--- src/design/clock_select_pkg.sv ---
package clock_select_pkg;

    // Register port geometry
    localparam int ADDR_W = 4;
    localparam int DATA_W = 32;

    // Field widths
    localparam int SEL_W  = 2;
    localparam int P_W    = 4;
    localparam int N_W    = 7;
    localparam int K2_W   = 7;
    localparam int K1_W   = 10;
    localparam int PER_W  = 16;
    localparam int ACC_W  = 24;

    // Clock source select codes
    localparam logic [SEL_W-1:0] SRC_WAKEUP   = 2'h0;
    localparam logic [SEL_W-1:0] SRC_RESERVED = 2'h1;
    localparam logic [SEL_W-1:0] SRC_PLL      = 2'h2;
    localparam logic [SEL_W-1:0] SRC_DIRECT   = 2'h3;

    // Register offsets
    localparam logic [ADDR_W-1:0] OFS_SYSTEM_CONTROL = 4'h0;
    localparam logic [ADDR_W-1:0] OFS_PLL_CONTROL    = 4'h1;
    localparam logic [ADDR_W-1:0] OFS_PRESCALER      = 4'h2;
    localparam logic [ADDR_W-1:0] OFS_STATUS         = 4'h3;

    // Field positions
    localparam int SYS_SEL_LSB     = 0;
    localparam int SYS_OSC_INT_BIT = 2;
    localparam int PLL_BYPASS_BIT  = 0;
    localparam int PLL_PLL_INPUT_DIVIDE_FIELD_LSB    = 4;
    localparam int PLL_PLL_MULTIPLY_FIELD_LSB    = 8;
    localparam int PLL_K2_LSB      = 16;
    localparam int PRE_K1_LSB      = 0;
    localparam int STS_SEL_LSB     = 0;
    localparam int STS_BYPASS_BIT  = 2;
    localparam int STS_PEND_BIT    = 3;
    localparam int STS_CLK_BIT     = 4;
    localparam int STS_OSC_INT_BIT = 5;
    localparam int STS_PER_LSB     = 16;

    // Reset values
    localparam logic [SEL_W-1:0] RST_SEL     = SRC_WAKEUP;
    localparam logic             RST_BYPASS  = 1'b1;
    localparam logic             RST_OSC_INT = 1'b0;
    localparam logic [P_W-1:0]   RST_PLL_INPUT_DIVIDE_FIELD    = 4'h0;
    localparam logic [N_W-1:0]   RST_PLL_MULTIPLY_FIELD    = 7'h00;
    localparam logic [K2_W-1:0]  RST_PLL_OUTPUT_DIVIDE_FIELD   = 7'h00;
    localparam logic [K1_W-1:0]  RST_PRESCALER_DIVIDE_FIELD   = 10'h000;

    typedef struct packed {
        logic [SEL_W-1:0] clock_source_select;
        logic             vco_bypass_bit;
        logic             osc_internal;
        logic [P_W-1:0]   pll_input_divide_field;
        logic [N_W-1:0]   pll_multiply_field;
        logic [K2_W-1:0]  pll_output_divide_field;
        logic [K1_W-1:0]  prescaler_divide_field;
    } clk_cfg_s;

    localparam clk_cfg_s RST_CFG = '{
        clock_source_select     : RST_SEL,
        vco_bypass_bit          : RST_BYPASS,
        osc_internal            : RST_OSC_INT,
        pll_input_divide_field  : RST_PLL_INPUT_DIVIDE_FIELD,
        pll_multiply_field      : RST_PLL_MULTIPLY_FIELD,
        pll_output_divide_field : RST_PLL_OUTPUT_DIVIDE_FIELD,
        prescaler_divide_field  : RST_PRESCALER_DIVIDE_FIELD
    };

    typedef struct packed {
        logic [K1_W-1:0] cnt;
        logic            level;
    } div_state_s;

    typedef struct packed {
        clk_cfg_s          cfg;
        clk_cfg_s          act;
        logic              pending;
        logic              wait_low;
        logic              sysclk;
        logic              osc_prev;
        logic              ref_prev;
        logic [PER_W-1:0]  per_cnt;
        logic [PER_W-1:0]  per;
        logic [ACC_W-1:0]  acc;
        logic              pll_level;
        logic [DATA_W-1:0] rdata;
    } css_state_s;

endpackage

--- src/design/system_clock_source_select.sv ---
// Summary of operation
// - Select code 11 drives the system clock straight from the direct clock input.
// - Select code 10 with bypass set takes the clock from crystal or internal source via the prescaler.
// - The prescaler factor is the divide field plus one and the output rate is the source rate over it.
// - A prescaler factor of one passes the source through with its own duty cycle.
// - The prescaler reaches a largest factor of 1024 for the slowest clock.
// - Crystal bypass with factor one gives the crystal clock one system cycle later than direct drive gives its input.
// - Everything inside is sequenced by sys_clk; the source clocks are only sampled as levels.
// - Select code 00 runs the system clock from the wakeup clock.
// - Select code 10 with bypass clear gives input rate times N over P times K2, each field plus one.
//
// Local design decisions: the placing of the registers and the address-and-strobe port.
`timescale 1ns/1ps

module system_clock_source_select
    import clock_select_pkg::*;
(
    input  wire logic              sys_clk,
    input  wire logic              nrst,
    input  wire logic [ADDR_W-1:0] reg_addr,
    input  wire logic [DATA_W-1:0] reg_wdata,
    input  wire logic              reg_write,
    input  wire logic              reg_read,
    output logic      [DATA_W-1:0] reg_rdata,
    input  wire logic              direct_clock_input,
    input  wire logic              crystal_input,
    input  wire logic              internal_clock_input,
    input  wire logic              wakeup_clock_input,
    output logic                   system_clock_out,
    output logic                   clock_switch_pending
);

    css_state_s s_q;
    css_state_s s_d;

    logic              osc_level;
    logic              osc_rise;
    logic              commit;
    logic              k1_out;
    logic              ref_out;
    logic              ref_rise;
    logic              cand;
    logic [N_W:0]      n_factor;
    logic [K2_W:0]     k2_factor;
    logic [ACC_W-1:0]  step;
    logic [ACC_W-1:0]  modulus;
    logic [ACC_W-1:0]  acc_sum;
    logic [DATA_W-1:0] rd_word;
    logic [K1_W-1:0]   pll_input_divide_field_wide;

    // Oscillator path: crystal or internal source
    assign osc_level = s_q.act.osc_internal ? internal_clock_input
                                            : crystal_input;
    assign osc_rise  = osc_level & ~s_q.osc_prev;

    // New settings only take over while the output rests low
    assign commit    = s_q.pending & ~s_q.sysclk;

    assign pll_input_divide_field_wide = K1_W'(s_q.act.pll_input_divide_field);

    edge_divider u_prescaler (
        .sys_clk      (sys_clk),
        .nrst         (nrst),
        .clear        (commit),
        .src_level    (osc_level),
        .src_rise     (osc_rise),
        .divide_field (s_q.act.prescaler_divide_field),
        .div_out      (k1_out)
    );

    edge_divider u_ref_divider (
        .sys_clk      (sys_clk),
        .nrst         (nrst),
        .clear        (commit),
        .src_level    (osc_level),
        .src_rise     (osc_rise),
        .divide_field (pll_input_divide_field_wide),
        .div_out      (ref_out)
    );

    assign ref_rise  = ref_out & ~s_q.ref_prev;

    // Loop factors, each field plus one
    assign n_factor  = {1'b0, s_q.act.pll_multiply_field} + 1'b1;
    assign k2_factor = {1'b0, s_q.act.pll_output_divide_field} + 1'b1;
    // Two toggles per output period, so the step is twice N
    assign step      = ACC_W'({n_factor, 1'b0});
    assign modulus   = ACC_W'(s_q.per) * ACC_W'(k2_factor);
    assign acc_sum   = s_q.acc + step;

    // Candidate clock for the active mode
    always_comb begin
        cand = 1'b0;
        unique case (s_q.act.clock_source_select)
            SRC_WAKEUP: begin
                cand = wakeup_clock_input;
            end
            SRC_PLL: begin
                if (s_q.act.vco_bypass_bit) begin
                    // Crystal with factor one lags direct drive by the prescaler register stage
                    cand = k1_out;
                end else begin
                    cand = s_q.pll_level;
                end
            end
            SRC_DIRECT: begin
                cand = direct_clock_input;
            end
            SRC_RESERVED: begin
                // Reserved code parks the clock low
                cand = 1'b0;
            end
        endcase
    end

    // Register readback: shadow copies of the control registers, then status
    always_comb begin
        rd_word = '0;
        unique case (reg_addr)
            OFS_SYSTEM_CONTROL: begin
                rd_word[SYS_SEL_LSB +: SEL_W] = s_q.cfg.clock_source_select;
                rd_word[SYS_OSC_INT_BIT]      = s_q.cfg.osc_internal;
            end
            OFS_PLL_CONTROL: begin
                rd_word[PLL_BYPASS_BIT] = s_q.cfg.vco_bypass_bit;
                rd_word[PLL_PLL_INPUT_DIVIDE_FIELD_LSB +: P_W] =
                    s_q.cfg.pll_input_divide_field;
                rd_word[PLL_PLL_MULTIPLY_FIELD_LSB +: N_W] = s_q.cfg.pll_multiply_field;
                rd_word[PLL_K2_LSB +: K2_W]  =
                    s_q.cfg.pll_output_divide_field;
            end
            OFS_PRESCALER: begin
                rd_word[PRE_K1_LSB +: K1_W] =
                    s_q.cfg.prescaler_divide_field;
            end
            OFS_STATUS: begin
                rd_word[STS_SEL_LSB +: SEL_W] = s_q.act.clock_source_select;
                rd_word[STS_BYPASS_BIT]       = s_q.act.vco_bypass_bit;
                rd_word[STS_PEND_BIT]         = s_q.pending;
                rd_word[STS_CLK_BIT]          = s_q.sysclk;
                rd_word[STS_OSC_INT_BIT]      = s_q.act.osc_internal;
                rd_word[STS_PER_LSB +: PER_W] = s_q.per;
            end
            default: begin
                rd_word = '0;
            end
        endcase
    end

    always_comb begin
        s_d          = s_q;
        s_d.osc_prev = osc_level;
        s_d.ref_prev = ref_out;

        // Control register writes land in the shadow copy and mark a switch
        if (reg_write) begin
            unique case (reg_addr)
                OFS_SYSTEM_CONTROL: begin
                    s_d.cfg.clock_source_select =
                        reg_wdata[SYS_SEL_LSB +: SEL_W];
                    s_d.cfg.osc_internal = reg_wdata[SYS_OSC_INT_BIT];
                    s_d.pending          = 1'b1;
                end
                OFS_PLL_CONTROL: begin
                    s_d.cfg.vco_bypass_bit = reg_wdata[PLL_BYPASS_BIT];
                    s_d.cfg.pll_input_divide_field =
                        reg_wdata[PLL_PLL_INPUT_DIVIDE_FIELD_LSB +: P_W];
                    s_d.cfg.pll_multiply_field =
                        reg_wdata[PLL_PLL_MULTIPLY_FIELD_LSB +: N_W];
                    s_d.cfg.pll_output_divide_field =
                        reg_wdata[PLL_K2_LSB +: K2_W];
                    s_d.pending = 1'b1;
                end
                OFS_PRESCALER: begin
                    s_d.cfg.prescaler_divide_field =
                        reg_wdata[PRE_K1_LSB +: K1_W];
                    s_d.pending = 1'b1;
                end
                default: begin
                    s_d.pending = s_q.pending;
                end
            endcase
        end

        // Reference period in system cycles, after the input divider
        if (s_q.per_cnt != '1) begin
            s_d.per_cnt = s_q.per_cnt + 1'b1;
        end
        if (ref_rise) begin
            s_d.per     = s_q.per_cnt + 1'b1;
            s_d.per_cnt = '0;
        end

        // Loop model: phase accumulator locked to the reference period
        if (s_q.per == '0) begin
            s_d.acc       = '0;
            s_d.pll_level = 1'b0;
        end else if (acc_sum >= modulus) begin
            // Slips gradually on a period change, no abrupt jump
            s_d.acc       = acc_sum - modulus;
            s_d.pll_level = ~s_q.pll_level;
        end else begin
            s_d.acc = acc_sum;
        end

        // Output stage: a high phase always runs to its natural end
        if (commit) begin
            s_d.act      = s_q.cfg;
            s_d.wait_low = 1'b1;
            s_d.sysclk   = 1'b0;
            s_d.acc      = '0;
            s_d.pll_level = 1'b0;
            // A control register write in this very cycle keeps the switch pending
            s_d.pending  = reg_write & (reg_addr != OFS_STATUS) &
                           (reg_addr <= OFS_PRESCALER);
        end else if (s_q.wait_low) begin
            // Join the new source only from a low phase, no runt high
            s_d.sysclk = 1'b0;
            if (!cand) begin
                s_d.wait_low = 1'b0;
            end
        end else if (s_q.pending && !cand) begin
            // Hold low for the commit on the next cycle
            s_d.sysclk = 1'b0;
        end else begin
            s_d.sysclk = cand;
        end

        // Read data stands only in the cycle after the strobe
        s_d.rdata = reg_read ? rd_word : '0;
    end

    always_ff @(posedge sys_clk or negedge nrst) begin
        if (!nrst) begin
            s_q          <= '0;
            s_q.cfg      <= RST_CFG;
            s_q.act      <= RST_CFG;
        end else begin
            s_q <= s_d;
        end
    end

    assign system_clock_out     = s_q.sysclk;
    assign clock_switch_pending = s_q.pending;
    assign reg_rdata            = s_q.rdata;

endmodule

--- src/design/edge_divider.sv ---
`timescale 1ns/1ps

module edge_divider
    import clock_select_pkg::*;
(
    input  wire logic            sys_clk,
    input  wire logic            nrst,
    input  wire logic            clear,
    input  wire logic            src_level,
    input  wire logic            src_rise,
    input  wire logic [K1_W-1:0] divide_field,
    output logic                 div_out
);

    div_state_s s_q;
    div_state_s s_d;
    logic [K1_W-1:0] cnt_next;

    always_comb begin
        s_d      = s_q;
        cnt_next = s_q.cnt;
        if (clear) begin
            s_d.cnt   = '0;
            s_d.level = 1'b0;
        end else if (divide_field == '0) begin
            // Factor one: source passes through, duty cycle kept
            s_d.cnt   = '0;
            s_d.level = src_level;
        end else if (src_rise) begin
            // Factor is field plus one, counted on source edges
            if (s_q.cnt == divide_field) begin
                cnt_next = '0;
            end else begin
                cnt_next = s_q.cnt + 1'b1;
            end
            s_d.cnt   = cnt_next;
            s_d.level = (cnt_next <= (divide_field >> 1));
        end
    end

    always_ff @(posedge sys_clk or negedge nrst) begin
        if (!nrst) begin
            s_q <= '0;
        end else begin
            s_q <= s_d;
        end
    end

    assign div_out = s_q.level;

endmodule

--- config.mk ---
export PLATFORM = sky130hd
export DESIGN_NAME = system_clock_source_select
export DESIGN_NICKNAME = d
export VERILOG_FILES = /design/src/design/clock_select_pkg.sv /design/src/design/system_clock_source_select.sv /design/src/design/edge_divider.sv
export SDC_FILE = /design/constraint.sdc
export NUM_CORES = 1
export LEC_CHECK = 0
export BUFFER_PORTS_ARGS = -buffer_cell sky130_fd_sc_hd__buf_2
export CAP_MARGIN = 0
export CORE_AREA = 2 2 155 157
export DETAILED_ROUTE_END_ITERATION = 12
export DIE_AREA = 0 0 157 159
export HOLD_SLACK_MARGIN = 0.1
export PLACE_DENSITY = 0.81
export REMOVE_ABC_BUFFERS = 1
export SLEW_MARGIN = 20
export SYNTH_ARGS = -nofsm -noshare
export SYNTH_HDL_FRONTEND = slang
export SYNTH_SLANG_ARGS = --single-unit
--- constraint.sdc ---
create_clock -name sys_clk -period 9.8 [get_ports sys_clk]
set_clock_uncertainty 0.05 [all_clocks]
set_input_delay 0.98 -clock sys_clk [delete_from_list [all_inputs] [get_ports sys_clk]]
set_output_delay 0.98 -clock sys_clk [all_outputs]
set_load 0.005 [all_outputs]
==> impl_metrics.csv <==
group,metric,value,unit
logic_synthesis,synth_area,14480,um^2
route,drc,0,
cts,clk_latency,450,ps
floorplan,num_rows,56,
timing,holdWs,394.6,ps
logic_synthesis,async_flop_share,1.000,
logic_synthesis,ys_seq_area_frac,0.3096,
layout,area.growth.synth_to_final,6.898,%
global_routing,grt_max_degree,102,
cts,path_clk_slew,90,ps
floorplan,die_height,159,um
setup_path,end_kind,"register",
placement,hpwlAfterDp,23390,um
setup_path,crit_top_cell,"fa_1",
global_routing,grt_pass1_vias,11475,
placement,place_area,14810,um^2
global_routing,gr-usage-met1,0.3489,
cts,clock_path_buffers,2,
cts,htree_levels,4,
placement,gp_congestion,0.8792,
cts,ctsResizeCount,0,
setup_path,crit_required,10100,ps
layout,layout.nets,1812,
timing,min_period_over_period,0.8519,
power_and_ir_drop,powerDensity,316.4,nW/um^2
layout,filler_cell_count,1789,
cts,postCtsSetupRepairBufs,0,
logic_synthesis,synthCells,1587,
logic_synthesis,avgSynthCellArea,9.121,um^2
route,first_pass_iters,5,
cts,root_buffer,"clkbuf_16",
placement,port_buffers,66,
logic_synthesis,ys_seq_elements,179,
floorplan,ios,78,
logic_synthesis,yosysWarnings,0,
timing,worst_pin_slew,1001,ps
route,vias,11217,
cts,cts_tree,"built",
cts,clock-sinks,179,
route,viasPerCell,5.836,
global_routing,gr-usage-met3,0.03647,
power_and_ir_drop,total_power,0.004896,W
floorplan,initial_utilization,0.6241,
timing,rsz0062_at_grt,"false",
timing,maxSlewHeadroom,0.3295,
route,drt-wirelength-per-cell,16.70,um
timing,clock.fmax,0.1198,GHz
logic_synthesis,ys_types,71,
layout,final_util,0.6672,
cts,ctsHoldBuffers,0,
logic_synthesis,ys.flop_type,"dfrtp_1",
global_routing,globalRouteOverflowTotal,0,
setup_path,cp-start-kind,"register",
global_routing,top_usage_layer,"met2",
floorplan,core,23190,um^2
floorplan,fp.dieArea,24960,um^2
global_routing,antenna_found_initial,1,
global_routing,grt_util_all_layers,0.2680,
timing,hold_viol_final,0,
route,ant_nets,0,
power_and_ir_drop,leakage,7.542,nW
floorplan,die_x,157,um
setup_path,path_class,"reg2reg",
route,drt_iter0_markers,608,
global_routing,grt_pass1_wl,54500,um
timing,setup-tns-final,0,ps
timing,setup_viol,0,
layout,ff_latch_area,4482,um^2
logic_synthesis,synth_edf_count,0,
power_and_ir_drop,vdd_drop_max,0.0002950,V
layout,multi_input_comb_area,8956,um^2
setup_path,path_max_fanout,31,
global_routing,grt.met2_usage,0.4633,
timing,slew_violations,0,
timing,period_needed,8348,ps
route,wl,32090,um
status,status,"complete, no violations",
setup_path,slowest_delay,820,ps
layout,fin_area,15470,um^2
setup_path,cp_data_arrival_time,8650,ps
setup_path,cpMaxStageDelayCell,"o211ai_4",
layout,drive_above_1_share,0.1086,
worst_hold_path,hold_class,"reg2reg",
cts,cts_buffers,17,
flow_run,drv_cap,0,
-- synthesized netlist by cell type, drive strengths merged (12+ instances only) --
cell type  count  area share
nor3          19      0.0069
nor4          12      0.0052
and2          94       0.041
nand2        197       0.051
nand2b        24       0.010
dfrtp        177        0.31
a21o          13      0.0067
fa            86        0.12
inv          140       0.036
a21oi         70       0.025
xor2          50       0.030
ha            93       0.080
clkbuf        54       0.014
xnor2         55       0.033
nand3         42       0.015
buf           45       0.022
nor2b         24       0.010
nor2          88       0.023
mux2i         22       0.015
o21ai         78       0.027
nand4         20      0.0086
mux2          34       0.026
and3          17      0.0073
a211oi        18       0.010
-- layout make-up --
class | count | share of cell area
sequential | 179 | 0.2896
clock buffer | 17 | 0.02749
inverter | 140 | 0.03396
timing repair buffer | 82 | 0.03081
tap | 319 | 0.02579
multi-input combinational | 1169 | 0.5788
clock inverter | 15 | 0.01334
antenna | 1 | 0.0001617
-- worst max-delay path, delay by kind of cell (launching register included) --
kind / cells / cell delay, ps
simple gates: 11 / 1880
xor+xnor: 2 / 420
compound gates: 4 / 1410
flops: 1 / 740
fa+ha+maj: 7 / 3080
buf+inv: 5 / 670
-- flip-flops by register name (all words and copies together) (netlist names) --
name / cells
u_ref_divider.div_out: 1
u_ref_divider.s_q: 10
system_clock_out: 1
reg_rdata: 31
s_q: 120
u_prescaler.div_out: 1
u_prescaler.s_q: 10
pll_input_divide_field_wide: 4
clock_switch_pending: 1
-- logic make-up (layout without fill, tap and decap cells) --
| group | after synthesis | count (layout) | share of synthesized area |
|---|---|---|---|
| AO/OA/AOI/OAI | 256 | 256 | 0.1157 |
| XOR/XNOR | 105 | 105 | 0.06353 |
| flip-flops | 179 | 179 | 0.3096 |
| multiplexers | 57 | 57 | 0.04322 |
| buffers and inverters | 239 | 254 | 0.07269 |
| adder cells (fa/ha/maj) | 179 | 179 | 0.1993 |
| other | 1 | 2 | 0.0002591 |
| AND/OR/NAND/NOR | 571 | 571 | 0.1957 |
-- per-layer routing --
metal | routed length, um | part of all wire
met1 | 13560 | 0.42
met2 | 16350 | 0.51
met3 | 1413 | 0.044
met4 | 760 | 0.024
met5 | 0 | 0
-- where the power goes --
| part | switching, W | internal [W] | leakage (nW) |
|---|---|---|---|
| Clock | 0.000368 | 0.000355 | 0.304 |
| Sequential | 0.000196 | 0.000934 | 2.35 |
| Combinational | 0.00177 | 0.00127 | 4.89 |
| Total | 0.00234 | 0.00256 | 7.54 |
-- stage by stage --
step,std cells,worst slack (ps)
floorplan,1488,2356
CTS,1920,1501
detailed placement,1888,1603
finish,1922,1452
global placement,1888,1752
global route,1921,1015
-- cells in the final DEF (no fill, tap or decap), drive strengths merged, types with 12 or more instances in the layout --
cell type  netlist  routed
nand2          197     197
a211oi          18      18
nor3            19      19
ha              93      93
a21o            13      13
and3            17      17
nand3           42      42
buf             45      82
fa              86      86
nor2b           24      24
mux2i           22      22
nand2b          24      24
mux2            34      34
nor2            88      88
nand4           20      20
dfrtp          177     177
a21oi           70      70
and2            94      94
inv            140     149
xor2            50      50
o21ai           78      78
nor4            12      12
xnor2           55      55
clkbuf          54      17
-- final timing paths --
path                                       from                         end  slack (ps)  depth (start not counted)
max                        s_q[104]$_DFFE_PN0P_           s_q[35]$_DFF_PN0_        1450                         29
min                           s_q[92]$_DFF_PN0_  system_clock_out$_DFF_PN0_         390                          1
max reg2reg                s_q[104]$_DFFE_PN0P_           s_q[35]$_DFF_PN0_        1450                         29
min reg2reg                   s_q[92]$_DFF_PN0_  system_clock_out$_DFF_PN0_         390                          1
max in group asynchronous                  nrst         s_q[87]$_DFFE_PN0P_        7820                          3
min in group asynchronous                  nrst           s_q[43]$_DFF_PN0_         560                          1
No activity file was read; power rests on OpenSTA's default activity.
